<file path="config.mk">
export PLATFORM = sky130hd
export DESIGN_NAME = ccp_pair
export DESIGN_NICKNAME = d
export VERILOG_FILES = /design/src/rtl/ccp_pkg.sv /design/src/rtl/ccp_pair.sv /design/src/rtl/ccp_unit.sv
export SDC_FILE = /design/constraint.sdc
export NUM_CORES = 1
export LEC_CHECK = 0
export BUFFER_PORTS_ARGS = -buffer_cell sky130_fd_sc_hd__buf_2
export CAP_MARGIN = 20
export CORE_UTILIZATION = 55
export CTS_BUF_LIST = sky130_fd_sc_hd__clkbuf_8
export CTS_CLUSTER_DIAMETER = 60
export DETAILED_ROUTE_END_ITERATION = 10
export MAX_ROUTING_LAYER = met4
export PLACE_DENSITY = 0.86
export SLEW_MARGIN = 10
export SYNTH_ARGS = -nofsm -noshare
export SYNTH_HDL_FRONTEND = slang
export SYNTH_SLANG_ARGS = --single-unit
</file>
<file path="constraint.sdc">
create_clock -name hclk -period 5 [get_ports hclk]
set_clock_uncertainty 0.15 [all_clocks]
set_input_delay 0.25 -clock hclk [delete_from_list [all_inputs] [get_ports hclk]]
set_output_delay 0.25 -clock hclk [all_outputs]
set_load 0.01 [all_outputs]
</file>
<file path="src/rtl/ccp_pkg.sv">
`default_nettype none

package ccp_pkg;

	// ----------------------------------------------------------------
	// Register indices (byte address is four times the index)
	// ----------------------------------------------------------------
	localparam logic [5:0] IDX_FLAG_ONE  = 6'h0c;
	localparam logic [5:0] IDX_FLAG_TWO  = 6'h0d;
	localparam logic [5:0] IDX_VAL1_LOW  = 6'h15;
	localparam logic [5:0] IDX_VAL1_HIGH = 6'h16;
	localparam logic [5:0] IDX_CTRL_ONE  = 6'h17;
	localparam logic [5:0] IDX_VAL2_LOW  = 6'h1b;
	localparam logic [5:0] IDX_VAL2_HIGH = 6'h1c;
	localparam logic [5:0] IDX_CTRL_TWO  = 6'h1d;

	// ----------------------------------------------------------------
	// Field positions and reset values
	// ----------------------------------------------------------------
	localparam int unsigned FLAG_ONE_BIT = 2;
	localparam int unsigned FLAG_TWO_BIT = 0;
	localparam logic [5:0]  CTRL_RST     = 6'h00;
	localparam logic [15:0] VALUE_RST    = 16'h0000;

	// ----------------------------------------------------------------
	// Mode codes and prescaler limits
	// ----------------------------------------------------------------
	localparam logic [3:0] MODE_OFF       = 4'h0;
	localparam logic [1:0] GRP_CAPTURE    = 2'h1;
	localparam logic [1:0] GRP_COMPARE    = 2'h2;
	localparam logic [1:0] GRP_PWM        = 2'h3;
	localparam logic [3:0] MODE_CAP_FALL  = 4'h4;
	localparam logic [3:0] MODE_CAP_RISE  = 4'h5;
	localparam logic [3:0] MODE_CAP_4TH   = 4'h6;
	localparam logic [3:0] MODE_CAP_16TH  = 4'h7;
	localparam logic [3:0] MODE_CMP_HIGH  = 4'h8;
	localparam logic [3:0] MODE_CMP_LOW   = 4'h9;
	localparam logic [3:0] MODE_CMP_SOFT  = 4'ha;
	localparam logic [3:0] MODE_CMP_TRIG  = 4'hb;
	localparam logic [3:0] PRESC_4_LAST   = 4'h3;
	localparam logic [3:0] PRESC_16_LAST  = 4'hf;

	// ----------------------------------------------------------------
	// Carriers
	// ----------------------------------------------------------------
	typedef struct packed {
		logic [1:0] duty_low;
		logic [3:0] unit_mode_field;
	} unit_cfg_t;

	typedef struct packed {
		logic        pin_prev;
		logic        match_prev;
		logic [3:0]  presc;
		logic [1:0]  qphase;
		logic [1:0]  duty_lo2;
		logic [15:0] value;
		logic        pin_out;
		logic        evt;
		logic        trig;
	} unit_state_t;

	typedef struct packed {
		logic [1:0]  sync1;
		logic [1:0]  sync2;
		unit_cfg_t   ctrl_one;
		unit_cfg_t   ctrl_two;
		logic        flag_one;
		logic        flag_two;
		logic        wr_pend;
		logic        rd_pend;
		logic [5:0]  idx;
		logic        ready;
		logic        resp;
		logic [31:0] rdata;
		logic        t1_reset;
		logic        adc_start;
	} top_state_t;

endpackage : ccp_pkg

`default_nettype wire

</file>
<file path="src/rtl/ccp_pair.sv">
`default_nettype none

module ccp_pair #(
	parameter int unsigned ADDR_W = 8
) (
	// Clock and reset
	input  wire logic              hclk,
	input  wire logic              hresetn,
	// AHB-Lite slave
	input  wire logic              hsel,
	input  wire logic [ADDR_W-1:0] haddr,
	input  wire logic [1:0]        htrans,
	input  wire logic              hwrite,
	input  wire logic [2:0]        hsize,
	input  wire logic [31:0]       hwdata,
	input  wire logic              hready,
	output logic                   hreadyout,
	output logic                   hresp,
	output logic [31:0]            hrdata,
	// Time bases from the timers and the converter enable
	input  wire logic [15:0]       timer_one_count,
	input  wire logic [7:0]        timer_two_count,
	input  wire logic              timer_two_match,
	input  wire logic              adc_enabled,
	// Pins and events
	input  wire logic [1:0]        unit_pin,
	output logic [1:0]             unit_pin_out,
	output logic [1:0]             unit_event_flag,
	output logic                   timer_one_reset,
	output logic                   adc_start
);

	ccp_pkg::top_state_t  s_q;
	ccp_pkg::top_state_t  s_d;
	ccp_pkg::unit_state_t u1;
	ccp_pkg::unit_state_t u2;
	logic                 accept;
	logic                 wr_any;
	logic [7:0]           wb;

	// ----------------------------------------------------------------
	// Write strobes seen by the units
	// ----------------------------------------------------------------
	assign wr_any = s_q.wr_pend;
	assign wb     = hwdata[7:0];

	// ----------------------------------------------------------------
	// Units (both see the same timer-two match)
	// ----------------------------------------------------------------
	ccp_unit unit_one (
		.hclk            (hclk),
		.hresetn         (hresetn),
		.cfg             (s_q.ctrl_one),
		.wr_lo           (wr_any && s_q.idx == ccp_pkg::IDX_VAL1_LOW),
		.wr_hi           (wr_any && s_q.idx == ccp_pkg::IDX_VAL1_HIGH),
		.wdata           (wb),
		.pin_level       (s_q.sync2[0]),
		.timer_one_count (timer_one_count),
		.timer_two_count (timer_two_count),
		.timer_two_match (timer_two_match),
		.st              (u1)
	);

	ccp_unit unit_two (
		.hclk            (hclk),
		.hresetn         (hresetn),
		.cfg             (s_q.ctrl_two),
		.wr_lo           (wr_any && s_q.idx == ccp_pkg::IDX_VAL2_LOW),
		.wr_hi           (wr_any && s_q.idx == ccp_pkg::IDX_VAL2_HIGH),
		.wdata           (wb),
		.pin_level       (s_q.sync2[1]),
		.timer_one_count (timer_one_count),
		.timer_two_count (timer_two_count),
		.timer_two_match (timer_two_match),
		.st              (u2)
	);

	// ----------------------------------------------------------------
	// Read multiplexer
	// ----------------------------------------------------------------
	function automatic logic [7:0] read_byte(input logic [5:0] idx,
		input ccp_pkg::top_state_t s, input logic [15:0] v1, input logic [15:0] v2);
		logic [7:0] r;
		r = 8'h00;
		unique case (idx)
			ccp_pkg::IDX_FLAG_ONE:  r[ccp_pkg::FLAG_ONE_BIT] = s.flag_one;
			ccp_pkg::IDX_FLAG_TWO:  r[ccp_pkg::FLAG_TWO_BIT] = s.flag_two;
			ccp_pkg::IDX_VAL1_LOW:  r = v1[7:0];
			ccp_pkg::IDX_VAL1_HIGH: r = v1[15:8];
			ccp_pkg::IDX_CTRL_ONE:  r = {2'h0, s.ctrl_one};
			ccp_pkg::IDX_VAL2_LOW:  r = v2[7:0];
			ccp_pkg::IDX_VAL2_HIGH: r = v2[15:8];
			ccp_pkg::IDX_CTRL_TWO:  r = {2'h0, s.ctrl_two};
			default:                r = 8'h00;
		endcase
		return r;
	endfunction : read_byte

	// ----------------------------------------------------------------
	// Next state
	// ----------------------------------------------------------------
	always_comb begin
		s_d    = s_q;
		accept = hsel && hready && htrans[1];
		// Pin synchronisers; first stage feeds only the second
		s_d.sync1 = unit_pin;
		s_d.sync2 = s_q.sync1;
		// Data phase of a write
		if (s_q.wr_pend) begin
			unique case (s_q.idx)
				ccp_pkg::IDX_CTRL_ONE: s_d.ctrl_one = ccp_pkg::unit_cfg_t'(wb[5:0]);
				ccp_pkg::IDX_CTRL_TWO: s_d.ctrl_two = ccp_pkg::unit_cfg_t'(wb[5:0]);
				ccp_pkg::IDX_FLAG_ONE: s_d.flag_one = wb[ccp_pkg::FLAG_ONE_BIT];
				ccp_pkg::IDX_FLAG_TWO: s_d.flag_two = wb[ccp_pkg::FLAG_TWO_BIT];
				default: ;
			endcase
		end
		// Events set the flags and win over a clear
		if (u1.evt) begin
			s_d.flag_one = 1'b1;
		end
		if (u2.evt) begin
			s_d.flag_two = 1'b1;
		end
		// Special event trigger outputs
		s_d.t1_reset  = u1.trig | u2.trig;
		s_d.adc_start = u2.trig & adc_enabled;
		// Reads take one wait state so the data reflect a prior write
		s_d.resp = 1'b0;
		if (s_q.rd_pend) begin
			s_d.rdata = {24'h000000, read_byte(s_q.idx, s_q, u1.value, u2.value)};
			s_d.ready = 1'b1;
		end
		s_d.wr_pend = accept && hwrite;
		s_d.rd_pend = accept && !hwrite;
		if (accept) begin
			s_d.idx = haddr[7:2];
			if (!hwrite) begin
				s_d.ready = 1'b0;
			end
		end
	end

	// Register the state
	always_ff @(posedge hclk or negedge hresetn) begin
		if (!hresetn) begin
			s_q          <= '0;
			s_q.ready    <= 1'b1;
			s_q.ctrl_one <= ccp_pkg::unit_cfg_t'(ccp_pkg::CTRL_RST);
			s_q.ctrl_two <= ccp_pkg::unit_cfg_t'(ccp_pkg::CTRL_RST);
		end else begin
			s_q <= s_d;
		end
	end

	// ----------------------------------------------------------------
	// Outputs
	// ----------------------------------------------------------------
	assign hreadyout       = s_q.ready;
	assign hresp           = s_q.resp;
	assign hrdata          = s_q.rdata;
	assign unit_pin_out    = {u2.pin_out, u1.pin_out};
	assign unit_event_flag = {s_q.flag_two, s_q.flag_one};
	assign timer_one_reset = s_q.t1_reset;
	assign adc_start       = s_q.adc_start;
endmodule : ccp_pair

`default_nettype wire

</file>
<file path="src/rtl/ccp_unit.sv">
`default_nettype none

module ccp_unit (
	// Clock and reset
	input  wire logic              hclk,
	input  wire logic              hresetn,
	// Software side
	input  wire ccp_pkg::unit_cfg_t cfg,
	input  wire logic              wr_lo,
	input  wire logic              wr_hi,
	input  wire logic [7:0]        wdata,
	// Pin level, already synchronised
	input  wire logic              pin_level,
	// Shared time bases
	input  wire logic [15:0]       timer_one_count,
	input  wire logic [7:0]        timer_two_count,
	input  wire logic              timer_two_match,
	// Results
	output var  ccp_pkg::unit_state_t st
);

	ccp_pkg::unit_state_t s_d;
	logic [3:0]           mode;
	logic                 rise;
	logic                 fall;
	logic                 hit;
	logic                 match;

	// ----------------------------------------------------------------
	// Next state
	// ----------------------------------------------------------------
	always_comb begin
		s_d      = st;
		mode     = cfg.unit_mode_field;
		rise     = pin_level & ~st.pin_prev;
		fall     = ~pin_level & st.pin_prev;
		hit      = 1'b0;
		match    = (timer_one_count == st.value);
		s_d.evt  = 1'b0;
		s_d.trig = 1'b0;
		s_d.pin_prev   = pin_level;
		s_d.match_prev = 1'b0;
		if (wr_lo) begin
			s_d.value[7:0] = wdata;
		end
		if (wr_hi && mode[3:2] != ccp_pkg::GRP_PWM) begin
			s_d.value[15:8] = wdata;
		end
		unique case (mode[3:2])
			ccp_pkg::GRP_CAPTURE: begin
				// Counter is kept across capture settings
				unique case (mode)
					ccp_pkg::MODE_CAP_FALL: hit = fall;
					ccp_pkg::MODE_CAP_RISE: hit = rise;
					default: begin
						if (rise) begin
							if (st.presc >= ((mode == ccp_pkg::MODE_CAP_4TH) ?
								ccp_pkg::PRESC_4_LAST : ccp_pkg::PRESC_16_LAST)) begin
								hit       = 1'b1;
								s_d.presc = 4'h0;
							end else begin
								s_d.presc = st.presc + 4'h1;
							end
						end
					end
				endcase
				if (hit) begin
					s_d.value = timer_one_count;
					s_d.evt   = 1'b1;
				end
			end
			ccp_pkg::GRP_COMPARE: begin
				s_d.presc      = 4'h0;
				s_d.match_prev = match;
				if (match && !st.match_prev) begin
					s_d.evt = 1'b1;
					unique case (mode[1:0])
						2'h0: s_d.pin_out = 1'b1;
						2'h1: s_d.pin_out = 1'b0;
						2'h2: s_d.pin_out = st.pin_out;
						2'h3: s_d.trig    = 1'b1;
					endcase
				end
			end
			ccp_pkg::GRP_PWM: begin
				s_d.presc  = 4'h0;
				s_d.qphase = st.qphase + 2'h1;
				if (timer_two_match) begin
					// Period end latches duty and sets pin unless 0 %
					s_d.value[15:8] = st.value[7:0];
					s_d.duty_lo2    = cfg.duty_low;
					s_d.qphase      = 2'h0;
					s_d.pin_out     = ({st.value[7:0], cfg.duty_low} != 10'h000);
				end else if ({st.value[15:8], st.duty_lo2} ==
					{timer_two_count, st.qphase}) begin
					s_d.pin_out = 1'b0;
				end
			end
			default: begin
				// Off: prescaler, phase and pin reset, value kept
				s_d.presc   = 4'h0;
				s_d.qphase  = 2'h0;
				s_d.pin_out = 1'b0;
			end
		endcase
	end

	// Register the state
	always_ff @(posedge hclk or negedge hresetn) begin
		if (!hresetn) begin
			st       <= '0;
			st.value <= ccp_pkg::VALUE_RST;
		end else begin
			st <= s_d;
		end
	end
endmodule : ccp_unit

`default_nettype wire

</file>
==> flow_metrics.tcl <==
set metrics [dict create \
    r2r_cells 4 \
    worst_pin_slew_ns 0.9179 \
    core_area_um2 9819 \
    drt-wirelength-per-cell_um 19.10 \
    grt_pass1_wl_um 21830 \
    slew_violations 0 \
    worstHoldStart "timer_one_count[0]" \
    reg2reg_slack_ns 2.06 \
    rows 36 \
    syn_area_um2 5618 \
    r2r-end "unit_two.st[5]" \
    met3_usage_pct 6.576 \
    synthFlopType "dfrtp_1" \
    antenna_found_initial 0 \
    final_antenna_net_count 0 \
    drc 0 \
    dp_cells 705 \
    hold_viol_final 0 \
    start_util_pct 57.21 \
    multi_input_area_um2 2885 \
    ys_top_cells_by_area "dfrtp_1, mux2_2, xor2_1" \
    p_int_mw 1.336 \
    grt_max_degree 72 \
    p_per_area_nw_per_um2 323.1 \
    num_antenna_cells 0 \
    grt_usage_pct 28.73 \
    crit_fanout 14 \
    use_met1_pct 36.28 \
    final_cell_mix "dfrtp_1, buf_2, mux2_2, xor2_1, nand2_1" \
    netlist.area_leader.share_pct 41.87 \
    clock_latency_ns 0.36 \
    numCtsBuffers 9 \
    gr-total-overflow 0 \
    synthCells 539 \
    cts_tree "built" \
    ys_types 59 \
    ys_seq_area_share_pct 42.34 \
    cts.clk_slew.worst_paths_ns 0.09 \
    synth-seq-cells 95 \
    register_area_um2 2379 \
    place_congestion 0.9591 \
    cts_root_buf "clkbuf_8" \
    vias 4341 \
    min_path_cells 3 \
    ctsResizeCount 0 \
    finalSetupViolations 0 \
    h-tree-depth 3 \
    final.period_utilization_pct 58.79 \
    async_flop_share_pct 100.0 \
    hpwl_um 10340 \
    layout.cells.non_filler 733 \
    synthToLayoutAreaGrowth_pct 9.599 \
    ys_warn_count 0 \
    cp-start-kind "flop" \
    grtUsageMet2_pct 45.18 \
    p_clk_share_pct 25.5 \
    run_status "completed" \
    dieWidth_um 103.1 \
    grt_pass1_vias 4183 \
    drive_gt1_share_pct 22.67 \
    final_nets 681 \
    hold_end "unit_one.st[3]" \
    fillers 820 \
    hp-class "in2reg" \
    pwr-share-seq_pct 52.2 \
    synth-edff-count 0 \
    power.switching_fraction_pct 32.84 \
    drt_iter0_drc 312 \
    syn_area_per_cell_um2 10.42 \
    clockBufferDepth 2 \
    r2r-start "s_q[37]" \
    drt_wl_total_um 14000 \
    relSlewSlack_pct 38.81 \
    yosysTopAreaCell "dfrtp_1" \
    ioPinCount 118 \
    power_mw 1.989 \
    crit_arrival_ns 3.04 \
    firstDrtPassIters 5 \
    crit_path_end_kind "flop" \
    min_period_ns 2.939 \
    cts.sinks 95 \
    grt-busiest-layer "met2" \
    drv_cap 0 \
    fmax_mhz 340.2 \
    worstPathRequired_ns 5.10 \
    final_common_cell "dfrtp_1" \
    cts_setup_buffers 0 \
    rsz0062_at_grt "false" \
    leakage_nw 2.901 \
    irDropWorstVdd_uv 141.9 \
    routed_via_density 5.922 \
    die_h_um 103.1 \
    io_buffer_count 62 \
    setup.worst_path.class "reg2reg" \
    p_sw_mw 0.6532 \
    die-area_um2 10620 \
    pwr-share-comb_pct 22.3 \
    setup_tns_ns 0 \
]
[Yosys cell counts, types with 9 or more instances]
cell type and count:
mux2i_1 25, nor4_1 14, and3_1 11, mux2_2 46, nor2_1 28, clkbuf_1 9, buf_4 39, inv_1 21
xor2_1 46, dfrtp_1 94, nand2_1 38, o21ai_0 22, a21oi_1 15
[critical path, cell delays in order (launching register included)]
cell	delay (ns)
dfrtp_1	0.80
nor4b_4	0.70
and2_1	0.50
mux2_2	0.38
mux2_1	0.29
[routing by layer]
metal	vias to the layer above	part of all wire [%]
met5	-	0
met4	0	2.9
met3	38	7.7
met2	241	48
met1	2085	41
li1	1977	-
[sequential cells by signal, indices dropped and copies added (netlist names)]
register,flops
unit_one.st,29
unit_two.st,29
s_q,21
hrdata,8
s_d,2
unit_event_flag,2
adc_start,1
hreadyout,1
timer_one_reset,1
wr_any,1
[power by group through the flow]
stage               Clock (mW)  Sequential (mW)  Combinational [mW]
floorplan                    0            0.986               0.345
global placement             0             1.04               0.414
detailed placement           0             1.05               0.428
CTS                      0.523             1.03               0.439
global route             0.550             1.05               0.489
finish                   0.506             1.04               0.444
[metrics by stage]
| stage | util [%] | area, µm² | setup slack, ns | hold WS [ns] |
|---|---|---|---|---|
| floorplan | - | 5708 | 2.737 | -0.1956 |
| global placement | 59.44 | 5837 | 2.197 | 0.01617 |
| detailed placement | 59.44 | 5837 | 2.148 | 0.02176 |
| CTS | 62.70 | 6157 | 2.120 | 0.003200 |
| global route | 62.70 | 6157 | 1.985 | 0.02487 |
| finish | 62.70 | 6157 | 2.061 | 0.01940 |
[how the worst max path moves through the flow]
stage	slack (ns)	cells past startpoint	endpoint	start
finish	2.06	4	unit_two.st[5]	s_q[37]
global route	1.99	4	unit_two.st[5]	s_q[37]
CTS	2.12	4	unit_two.st[5]	s_q[37]
detailed placement	2.15	8	unit_two.st[6]	s_q[49]
global placement	2.20	8	unit_two.st[8]	s_q[49]
floorplan	2.74	9	unit_two.st[9]	s_q[48]
[cells by family (layout without fill, tap and decap cells)]
| kind of cell | Yosys count | in the layout | synth area share [%] |
|---|---|---|---|
| flip-flops | 95 | 95 | 42.34 |
| AND/OR/NAND/NOR | 145 | 145 | 14.41 |
| adder cells (fa/ha/maj) | 8 | 8 | 1.782 |
| buffers and inverters | 76 | 113 | 7.907 |
| XOR/XNOR | 52 | 52 | 8.107 |
| multiplexers | 73 | 73 | 14.14 |
| AO/OA/AOI/OAI | 89 | 89 | 11.25 |
| other | 1 | 25 | 0.06675 |
[area by class of cell]
class	instances	share of cell area [%]
Timing Repair Buffer	76	7.275
Inverter	21	1.280
Tap cell	133	2.703
Sequential cell	95	38.63
Clock buffer	10	2.235
Clock inverter	6	1.016
Multi-Input combinational cell	392	46.86
[what timing repair did]
action                     4_1_cts  5_1_grt
hold buffers                    12        0
setup endpoints to repair        0        0
hold endpoints to repair        37        0
No activity file was read; power rests on OpenSTA's default activity.
